===== config.mk =====
export PLATFORM = sky130hd
export DESIGN_NAME = odt_top
export DESIGN_NICKNAME = d
export VERILOG_FILES = /design/src/logic/odt_pkg.sv /design/src/logic/odt_top.sv /design/src/logic/odt_dly.sv
export SDC_FILE = /design/constraint.sdc
export NUM_CORES = 1
export LEC_CHECK = 0
export ABC_CLOCK_PERIOD_IN_PS = 10600
export BUFFER_PORTS_ARGS = -buffer_cell sky130_fd_sc_hd__buf_2
export CORE_MARGIN = 2
export CORE_UTILIZATION = 40
export DETAILED_ROUTE_END_ITERATION = 12
export GPL_ROUTABILITY_DRIVEN = 0
export HOLD_SLACK_MARGIN = 0.06
export RECOVER_POWER = 25
export SETUP_SLACK_MARGIN = 0.2
export SLEW_MARGIN = 20
export SYNTH_ARGS = -nofsm -noshare
export SYNTH_HDL_FRONTEND = slang
export SYNTH_HIERARCHICAL = 1
export SYNTH_SLANG_ARGS = --single-unit
export TNS_END_PERCENT = 1

===== constraint.sdc =====
create_clock -name clk -period 10.6 [get_ports clk]
set_clock_uncertainty 0.15 [all_clocks]
set_input_delay 2.12 -clock clk [delete_from_list [all_inputs] [get_ports clk]]
set_output_delay 2.12 -clock clk [all_outputs]
set_load 0.01 [all_outputs]

===== src/logic/odt_pkg.sv =====
// Shared constants and types for the output delay timers
package odt_pkg;
  // ----------------------------------------------------------------
  // Timing
  // ----------------------------------------------------------------
  localparam int unsigned CLK_PERIOD_NS = 25;
  localparam int unsigned TICK_NS = 5_000_000;
  localparam int unsigned TICK_CYC = TICK_NS / CLK_PERIOD_NS;
  localparam int unsigned TICK_MS = 5;
  localparam int unsigned MAX_DLY_MS = 327_600;
  localparam int unsigned MAX_DLY_TICKS = MAX_DLY_MS / TICK_MS;
  localparam int unsigned DLY_W = 16;
  localparam int unsigned MEAS_MS = 50;
  localparam int unsigned SW_NT_MS = 60_000;
  localparam int unsigned SW_ON = 0;
  localparam int unsigned SW_OFF = 1;
  localparam int unsigned SW_NT = 2;
  localparam int unsigned N_SW = 2;
  localparam int unsigned N_DLY = 3;

  // ----------------------------------------------------------------
  // Reset values
  // ----------------------------------------------------------------
  localparam logic [DLY_W-1:0] MEAS_DEF = DLY_W'(MEAS_MS / TICK_MS);
  localparam logic [DLY_W-1:0] SW_NT_DEF = DLY_W'(SW_NT_MS / TICK_MS);
  localparam logic [DLY_W-1:0] DLY_ZERO = 16'h0000;
  localparam logic [9:0] SEL_M_DEF = 10'h002;
  localparam logic [7:0] BOX_N_DEF = 8'h02;
  localparam logic [2:0] STAB_Y_DEF = 3'h2;
  localparam logic [17:0] MULT_ONE = 18'h0_0001;

  // ----------------------------------------------------------------
  // Types
  // ----------------------------------------------------------------
  typedef enum logic [1:0] {NT_HOLD, NT_HIGH, NT_LOW} odt_nt_act_t;
  typedef enum logic [1:0] {ANA_TRACK, ANA_HOLD, ANA_HIGH, ANA_LOW}
    odt_ana_t;
  typedef enum logic [1:0] {REJ_NONE, REJ_CLOSE, REJ_FAR, REJ_STAB}
    odt_rej_t;

  typedef struct packed {
    logic [N_SW-1:0][N_DLY-1:0][DLY_W-1:0] sw_dly;
    logic [N_SW-1:0] sw_nt_lvl;
    logic [DLY_W-1:0] ana_nt_dly;
    odt_nt_act_t loop_act;
    odt_nt_act_t volt_act;
    logic [DLY_W-1:0] meas_ivl;
    odt_rej_t rej_mode;
    logic [9:0] sel_m;
    logic box_en;
    logic [7:0] box_n;
    logic [2:0] stab_y;
    logic temp_comp;
  } odt_cfg_t;

  localparam odt_cfg_t CFG_DEF = '{
    sw_dly: '{'{SW_NT_DEF, DLY_ZERO, DLY_ZERO},
              '{SW_NT_DEF, DLY_ZERO, DLY_ZERO}},
    sw_nt_lvl: 2'b00,
    ana_nt_dly: DLY_ZERO,
    loop_act: NT_HOLD,
    volt_act: NT_HOLD,
    meas_ivl: MEAS_DEF,
    rej_mode: REJ_NONE,
    sel_m: SEL_M_DEF,
    box_en: 1'b0,
    box_n: BOX_N_DEF,
    stab_y: STAB_Y_DEF,
    temp_comp: 1'b1
  };
endpackage


===== src/logic/odt_top.sv =====
// Output delay timers and update pacing for a level sensor
`timescale 1ns/10ps
`default_nettype none
module odt_top #(
  parameter int unsigned TICK_CYC = odt_pkg::TICK_CYC
) (
  // Clock and reset
  input wire logic clk,
  input wire logic rst,
  // Configuration load
  input wire logic cfg_wr,
  input wire odt_pkg::odt_cfg_t cfg_in,
  // Measurement conditions
  input wire logic [odt_pkg::N_SW-1:0] sw_on_cond,
  input wire logic [odt_pkg::N_SW-1:0] sw_off_cond,
  input wire logic target_lost,
  input wire logic target_stable,
  // Switch and analog outputs
  output logic [odt_pkg::N_SW-1:0] sw_out_r,
  output odt_pkg::odt_ana_t loop_mode_r,
  output odt_pkg::odt_ana_t volt_mode_r,
  // Pacing and status
  output logic meas_tick_r,
  output logic upd_r,
  output logic temp_comp_r,
  output odt_pkg::odt_cfg_t cfg_r
);
  // ----------------------------------------------------------------
  // Configuration and 5 ms timebase
  // ----------------------------------------------------------------
  logic [17:0] div_r;
  logic tick_r;
  wire div_end = div_r == 18'(TICK_CYC - 1);

  // Settings hold defaults from reset until software loads new ones
  always_ff @(posedge clk or posedge rst) begin
    if (rst) begin
      cfg_r <= odt_pkg::CFG_DEF;
      temp_comp_r <= odt_pkg::CFG_DEF.temp_comp;
    end else if (cfg_wr) begin
      cfg_r <= cfg_in;
      temp_comp_r <= cfg_in.temp_comp;
    end
  end

  // Divider gives one enable pulse per 5 ms
  always_ff @(posedge clk or posedge rst) begin
    if (rst) begin
      div_r <= '0;
      tick_r <= 1'b0;
    end else begin
      div_r <= div_end ? '0 : div_r + 1'b1;
      tick_r <= div_end;
    end
  end

  // ----------------------------------------------------------------
  // Switch delays
  // ----------------------------------------------------------------
  logic [odt_pkg::N_SW-1:0][odt_pkg::N_DLY-1:0] sw_done;
  logic [odt_pkg::N_SW-1:0] sw_nxt;

  genvar s;
  generate
    for (s = 0; s < odt_pkg::N_SW; s++) begin : g_sw
      wire [odt_pkg::N_DLY-1:0] trig = {target_lost,
        !target_lost && sw_off_cond[s], !target_lost && sw_on_cond[s]};
      genvar d;
      for (d = 0; d < odt_pkg::N_DLY; d++) begin : g_dly
        odt_dly u_dly (
          .clk(clk),
          .rst(rst),
          .tick(tick_r),
          .trig(trig[d]),
          .dly(cfg_r.sw_dly[s][d]),
          .done(sw_done[s][d])
        );
      end
      // Lost target outranks distance-driven switching
      assign sw_nxt[s] = sw_done[s][odt_pkg::SW_NT] ? cfg_r.sw_nt_lvl[s] :
        sw_done[s][odt_pkg::SW_ON] ? 1'b1 :
        sw_done[s][odt_pkg::SW_OFF] ? 1'b0 : sw_out_r[s];
    end
  endgenerate

  // Switch state register
  always_ff @(posedge clk or posedge rst) begin
    if (rst) begin
      sw_out_r <= '0;
    end else begin
      sw_out_r <= sw_nxt;
    end
  end

  // ----------------------------------------------------------------
  // Analog lost-target delay
  // ----------------------------------------------------------------
  logic ana_done;
  odt_pkg::odt_ana_t loop_nxt;
  odt_pkg::odt_ana_t volt_nxt;

  // One shared timer for all analog outputs
  odt_dly u_ana (
    .clk(clk),
    .rst(rst),
    .tick(tick_r),
    .trig(target_lost),
    .dly(cfg_r.ana_nt_dly),
    .done(ana_done)
  );

  function automatic odt_pkg::odt_ana_t act_map(odt_pkg::odt_nt_act_t a);
    unique case (a)
      odt_pkg::NT_HIGH: act_map = odt_pkg::ANA_HIGH;
      odt_pkg::NT_LOW: act_map = odt_pkg::ANA_LOW;
      default: act_map = odt_pkg::ANA_HOLD;
    endcase
  endfunction

  // Separate action selections for current loop and voltage
  assign loop_nxt = ana_done ? act_map(cfg_r.loop_act) :
    odt_pkg::ANA_TRACK;
  assign volt_nxt = ana_done ? act_map(cfg_r.volt_act) :
    odt_pkg::ANA_TRACK;

  // Analog mode registers
  always_ff @(posedge clk or posedge rst) begin
    if (rst) begin
      loop_mode_r <= odt_pkg::ANA_TRACK;
      volt_mode_r <= odt_pkg::ANA_TRACK;
    end else begin
      loop_mode_r <= loop_nxt;
      volt_mode_r <= volt_nxt;
    end
  end

  // ----------------------------------------------------------------
  // Measurement interval and output update pacing
  // ----------------------------------------------------------------
  logic [odt_pkg::DLY_W-1:0] ivl_r;
  logic [17:0] upd_cnt_r;
  logic [2:0] rg_cnt_r;
  wire ivl_end = tick_r && (ivl_r + 1'b1 >= cfg_r.meas_ivl);
  wire use_m = cfg_r.rej_mode == odt_pkg::REJ_CLOSE ||
    cfg_r.rej_mode == odt_pkg::REJ_FAR;
  wire stab_on = cfg_r.rej_mode == odt_pkg::REJ_STAB;
  wire [17:0] m_fac = use_m ? 18'(cfg_r.sel_m) : odt_pkg::MULT_ONE;
  wire [17:0] n_fac = cfg_r.box_en ? 18'(cfg_r.box_n) : odt_pkg::MULT_ONE;
  wire [35:0] mult_w = m_fac * n_fac;
  wire [17:0] mult = mult_w[17:0];
  wire regained = rg_cnt_r >= cfg_r.stab_y;
  wire gate_ok = !stab_on || (target_stable && regained);
  wire upd_hit = meas_tick_r && gate_ok && (upd_cnt_r + 1'b1 >= mult);

  // Interval counter in 5 ms ticks
  always_ff @(posedge clk or posedge rst) begin
    if (rst) begin
      ivl_r <= '0;
      meas_tick_r <= 1'b0;
    end else begin
      if (tick_r) begin
        ivl_r <= ivl_end ? '0 : ivl_r + 1'b1;
      end
      meas_tick_r <= ivl_end;
    end
  end

  // Regain counter: stability must hold for Y intervals before resuming
  always_ff @(posedge clk or posedge rst) begin
    if (rst) begin
      rg_cnt_r <= '0;
    end else if (!target_stable) begin
      rg_cnt_r <= '0;
    end else if (meas_tick_r && !regained) begin
      rg_cnt_r <= rg_cnt_r + 1'b1;
    end
  end

  // Update every M*N intervals; a stall keeps the partial count
  always_ff @(posedge clk or posedge rst) begin
    if (rst) begin
      upd_cnt_r <= '0;
      upd_r <= 1'b0;
    end else begin
      if (meas_tick_r && gate_ok) begin
        upd_cnt_r <= upd_hit ? '0 : upd_cnt_r + 1'b1;
      end
      upd_r <= upd_hit;
    end
  end
endmodule
`default_nettype wire


===== src/logic/odt_dly.sv =====
// Retriggerable delay timer counting 5 ms ticks
`timescale 1ns/10ps
`default_nettype none
module odt_dly (
  // Clock and reset
  input wire logic clk,
  input wire logic rst,
  // Timebase and condition
  input wire logic tick,
  input wire logic trig,
  input wire logic [odt_pkg::DLY_W-1:0] dly,
  // Expiry level
  output logic done
);
  // ----------------------------------------------------------------
  // Counter
  // ----------------------------------------------------------------
  logic [odt_pkg::DLY_W-1:0] cnt_r;
  logic [odt_pkg::DLY_W-1:0] cnt_nxt;
  logic done_nxt;
  wire reached = cnt_r >= dly;

  // Losing the condition clears the count; it saturates at the delay
  assign cnt_nxt = !trig ? '0 : (tick && !reached) ? cnt_r + 1'b1 : cnt_r;
  assign done_nxt = trig && reached;

  // Count and expiry flag
  always_ff @(posedge clk or posedge rst) begin
    if (rst) begin
      cnt_r <= '0;
      done <= 1'b0;
    end else begin
      cnt_r <= cnt_nxt;
      done <= done_nxt;
    end
  end
endmodule
`default_nettype wire


# After elaboration in Yosys (flattened, before gate mapping)
# Cells that the tools add are included.
# totals
ff_bits	342
in_bits	168
out_inout_bits	168
wordCells	148
# op_classes
n_addsub	11
n_mul	1
n_lt_le_gt_ge	10
n_eq_ne	16
mux	31
n_reduce_logical	37
# op_table
operator	count
$mux W16	15
$add A16 B1 Y16 const B	8
$ge A16 B16 Y1	8
$add A18 B1 Y18 const B	2
$mux W18	2
$logic_and A1 B1 Y1	23
$eq A18 B18 Y1 const B	1
$ge A18 B18 Y1	1
$mul A10 B8 Y18	1
$logic_not A1 Y1	10
$mux W10	1
$eq A2 B2 Y1 const B	4
$mux W8	1
$ne A2 B1 Y1 const B	4
$ne A2 B2 Y1 const B	4
$pmux W2 S2	2
$eq A2 B1 Y1 const B	3
$mux W1	6
$mux W3	2
$reduce_bool A3 Y1	2
$mux W2	2
$add A3 B1 Y3 const B	1
$ge A3 B3 Y1	1
$logic_or A1 B1 Y1	2

# Longest topological paths before layout
# depth
word_depth	7
mapped_depth	26
mapped_depth_nobuf	25

# By module
# Netlist, hierarchy kept.
# by_module_without_submodules
module	n_inst	cells_per_inst	area_each_um2	seq_area_each_um2
odt_top	1	1145	12565.8	5605.4
odt_dly	7	145	1305.0	425.4

# Least setup slack after synthesis
# No wires, ideal clock.
# synth_timing
path_type	reg-to-reg
start	register cfg_r[23] in the netlist's numbering
end	register upd_cnt_r[15]
setup_time_ns	0.095
arrival_time_ns	6.275
required_time_ns	10.355
setup_slack_ns	4.079
stages_incl_launch_ff	27
n_path_buf	1
period_less_slack_ns	6.521
cell_sequence	dfrtp_1 -> ha_1 -> clkbuf_1 -> nand2_1 -> nor2_1 -> fa_1 -> inv_1 -> fa_1 -> inv_1 -> fa_1 -> inv_1 -> fa_1 -> inv_1 -> ha_1 -> a21oi_1 -> o2111ai_1 -> a31oi_1 -> o21bai_1 -> a21oi_1 -> xor2_1 -> ha_1 -> a21oi_1 -> o22ai_1 -> or3_1 -> a211oi_2 -> o21bai_1 -> o31ai_1
# synth_between
elab_chain_len	7
elab_cells_between_ends	12
classes_between	1 x mul; 1 x order compare; 3 x eq/ne; 2 x mux; 5 x reduce/logical
# synth_rtl
item	line_no	source
start: declaration	odt_top.sv:26	output odt_pkg::odt_cfg_t cfg_r
start signal: assignment	odt_top.sv:38	cfg_r <= odt_pkg::CFG_DEF;
start signal: assignment	odt_top.sv:41	cfg_r <= cfg_in;
$eq A2 B1 Y1 or $eq A2 B2 Y1 (tied branches)	odt_top.sv:144, odt_top.sv:145	
$logic_or A1 B1 Y1	odt_top.sv:144	wire use_m = cfg_r.rej_mode == odt_pkg::REJ_CLOSE ||
$mux W10	odt_top.sv:147	wire [17:0] m_fac = use_m ? 18'(cfg_r.sel_m) : odt_pkg::MULT_ONE;
$mul A10 B8 Y18	odt_top.sv:149	wire [35:0] mult_w = m_fac * n_fac;
$ge A18 B18 Y1	odt_top.sv:153	wire upd_hit = meas_tick_r && gate_ok && (upd_cnt_r + 1'b1 >= mult);
$logic_and A1 B1 Y1	odt_top.sv:153	
$mux W18	odt_top.sv:186	upd_cnt_r <= upd_hit ? '0 : upd_cnt_r + 1'b1;
end signal: assignment	odt_top.sv:186	
end: declaration	odt_top.sv:141	logic [17:0] upd_cnt_r;
# Several ways; a longest one is shown, not always the timed one.
# A chain may end at the register's enable or synchronous reset.

# Worst setup path after layout
# layout_timing
start	register cfg_r[24] in the netlist's numbering
end	register upd_cnt_r[16]
# Same word-level chain as after synthesis.

==> impl_metrics.env <==
export IMPL_clk_latency_ns=0.58
export IMPL_h_tree_depth=2
export IMPL_synth_ff_type="dfrtp_1"
export IMPL_power_switching_w=0.00105
export IMPL_die_x_um=237
export IMPL_preCtsSetupSlack_ns=3.30
export IMPL_wl_met2_um=27300
export IMPL_numPortBuffers=335
export IMPL_layout_nets=2908
export IMPL_critPathKind="flop to flop"
export IMPL_yosysWarnings=6
export IMPL_hp_class="flop to flop"
export IMPL_synth_edf_count=0
export IMPL_clkSlewWorstSetupHoldPaths_ns=0.06
export IMPL_routedWlPerCell_um=16.7
export IMPL_holdPathEnd="sw_out_r[1]"
export IMPL_track_usage=0.192
export IMPL_top_layer_used="met4"
export IMPL_crit_chain="ha_1 -> nor2b_1 -> or2_2 -> fa_1 -> fa_1 -> inv_1 -> fa_1 -> inv_1 -> fa_1 -> inv_1 -> ha_1 -> o21ai_0 -> o2111ai_1 -> a31oi_1 -> o21bai_1 -> a21oi_1 -> xor2_1 -> ha_1 -> a21oi_1 -> o22ai_1 -> or3_1 -> a211oi_2 -> o21bai_1 -> o31ai_1"
export IMPL_switching_share=0.289
export IMPL_initial_core_util=0.404
export IMPL_setup_ws_ns=3.27
export IMPL_cts_sinks=342
export IMPL_dr_pass1_iters=8
export IMPL_vias_per_cell=5.39
export IMPL_fin_crit_ns=7.33
export IMPL_critical_path_slowest_cell="ha_1"
export IMPL_cts_resized=0
export IMPL_ff_latch_area_sq_um=8580
export IMPL_holdPathStages=1
export IMPL_grt_pass1_wl_um=88700
export IMPL_most_common_layout_cells="buf_2 (333), dfrtp_1 (322), inv_1 (246)"
export IMPL_cts_buffer_depth=3
export IMPL_slew_headroom=-1.91
export IMPL_comb_power_share=0.193
export IMPL_status="finished with violations"
export IMPL_rsz0062_at_grt="no"
export IMPL_setup_tns_ns=0
export IMPL_coreArea_sq_um=53700
export IMPL_r2r_start="cfg_r[24]"
export IMPL_path_common_cell="fa_1"
export IMPL_powerDensity_nw_per_um2=142
export IMPL_netlist_instances=2160
export IMPL_hold_viol=0
export IMPL_synth_net_count=2577
export IMPL_grt_max_degree=110
export IMPL_hold_buffers=0
export IMPL_violations="max-capacitance violations, max-slew violations"
export IMPL_r2r_slack_ns=3.27
export IMPL_fmax_mhz=136
export IMPL_period_share=0.691
export IMPL_fp_dieH_um=237
export IMPL_wl_met1_um=22900
export IMPL_cp_required_ns=10.93
export IMPL_ys_seq_area_frac=0.396
export IMPL_ant_nets=0
export IMPL_wl_met3_um=2280
export IMPL_arrival_ns=7.65
export IMPL_worstSetupEndpointType="flop"
export IMPL_io_pins=336
export IMPL_ys_types=61
export IMPL_rows=85
export IMPL_avgSynthCellArea_sq_um=10.0
export IMPL_cts_root_buffer="clkbuf_16"
export IMPL_r2r_cells=24
export IMPL_dieArea_sq_um=56100
export IMPL_routed_wl_um=53700
export IMPL_numCtsBuffers=42
export IMPL_drive_above_1_share=0.243
export IMPL_internal_power_w=0.00257
export IMPL_drc_errors=0
export IMPL_seqPwrFrac=0.396
export IMPL_synth_async_reset_ratio=1.00
export IMPL_multi_input_area_sq_um=11900
export IMPL_vdd_drop_max_uv=103
export IMPL_max_cap_violations=1
export IMPL_maxSlewViolCount=97
export IMPL_leakagePower_nw=12.2
export IMPL_antenna_found_initial=1
export IMPL_ys_ff_latch=342
export IMPL_syn_cell_area_sq_um=21700
export IMPL_worst_pin_slew_ns=4.34
export IMPL_syn_to_final_growth_pct=17.4
export IMPL_cpPeakStageDelay_ns=0.74
export IMPL_startpoint_type="flop"
export IMPL_cts_tree="done"
export IMPL_final_common_cell="buf_2"
export IMPL_finalSetupViolCount=0
export IMPL_hpwl_um=40800
export IMPL_crit_fanout=22
export IMPL_dr_first_iter_drc_count=891
export IMPL_grt_pass1_vias=17500
export IMPL_num_fill_cells=4965
export IMPL_r2r_end="upd_cnt_r[16]"
export IMPL_min_from="g_sw[1].g_dly[2].u_dly/done"
export IMPL_num_vias=17400
export IMPL_clkPwrFrac=0.411
export IMPL_cts_setup_buffers=0
export IMPL_grt_remaining_overflow=0
cells by family after synthesis:
family | synth area share
flops | 0.396
compound gates | 0.118
xor+xnor | 0.0311
mux | 0.0796
fa+ha+maj | 0.160
buf+inv | 0.0552
simple gates | 0.161
sequential cells by signal (all words and copies together) (netlist names):
| register | cells |
|---|---|
| upd_r | 1 |
| volt_mode_r | 2 |
| cfg_r | 159 |
| loop_mode_r | 2 |
| div_r | 18 |
| g_sw.g_dly.u_dly/cnt_r | 96 |
| rg_cnt_r | 3 |
| upd_cnt_r | 18 |
| g_sw.g_dly.u_dly/done | 6 |
| sw_out_r | 2 |
| u_ana/done | 1 |
| u_ana/cnt_r | 16 |
| tick_r | 1 |
| meas_tick_r | 1 |
| ivl_r | 16 |
power groups by stage:
stage / combinational, W / sequential (W) / clock (W)
global route: 0.000795 / 0.00144 / 0.00159
detailed placement: 0.000706 / 0.00146 / 0
floorplan: 0.000454 / 0.00147 / 0
global placement: 0.000691 / 0.00146 / 0
finish: 0.000700 / 0.00143 / 0.00149
CTS: 0.000713 / 0.00144 / 0.00154
area by class of cell:
cell class                 instances  area share
timing repair buffer             340      0.0675
clock buffer                      65      0.0498
inverter                         247      0.0364
multi-input combinational       1518       0.468
clock inverter                    12     0.00697
tap                              696      0.0342
antenna                            2    0.000196
sequential                       342       0.337
how the worst max path moves through the flow:
stage                         start             to  cells after the start  slack [ns]
final                     cfg_r[24]  upd_cnt_r[16]                     24        3.27
after global routing      cfg_r[24]  upd_cnt_r[16]                     23        2.82
after CTS                 cfg_r[24]  upd_cnt_r[16]                     24        3.31
after detailed placement  cfg_r[24]  upd_cnt_r[16]                     24        3.30
after global placement    cfg_r[23]  upd_cnt_r[16]                     24        3.51
after floorplan                 rst     cfg_r[103]                      1        2.26
routing by layer:
layer	up-vias	GRT usage
li1	8316	-
met1	8574	0.242
met2	376	0.340
met3	88	0.0291
met4	0	0.0581
met5	-	0
cells in the mapped netlist, types with 33 or more instances:
master / instances / area share
clkbuf_1: 42 / 0.0073
ha_1: 201 / 0.12
o31ai_1: 33 / 0.011
nor2_1: 178 / 0.031
a21oi_1: 129 / 0.030
o21ai_0: 100 / 0.023
mux2_2: 140 / 0.073
xnor2_1: 41 / 0.017
or3_1: 47 / 0.014
xor2_1: 36 / 0.015
fa_1: 48 / 0.044
nand3_1: 68 / 0.016
nand2_1: 138 / 0.024
inv_1: 247 / 0.043
nand4_1: 73 / 0.021
dfrtp_1: 322 / 0.37
critical path, delay by kind of cell (launching register included):
| kind | cells | cell delay (ns) |
|---|---|---|
| AO/OA/AOI/OAI | 10 | 1.91 |
| XOR/XNOR | 1 | 0.17 |
| adder cells (fa/ha/maj) | 7 | 3.36 |
| buffers and inverters | 3 | 0.17 |
| flip-flops | 1 | 0.39 |
| AND/OR/NAND/NOR | 3 | 1.10 |
per-stage QoR:
| step | hold slack [ns] | cells | total power, W | cell area (sq um) | util |
|---|---|---|---|---|---|
| floorplan | 0.286 | 2160 | 0.00192 | 21700 | - |
| global placement | 0.325 | 3143 | 0.00215 | 24000 | 0.447 |
| detailed placement | 0.348 | 3143 | 0.00216 | 24000 | 0.447 |
| CTS | 0.350 | 3220 | 0.00369 | 25500 | 0.474 |
| global route | 0.386 | 3221 | 0.00382 | 25500 | 0.474 |
| finish | 0.346 | 3222 | 0.00362 | 25500 | 0.474 |
Note: power is estimated with default switching activity, not from simulation.
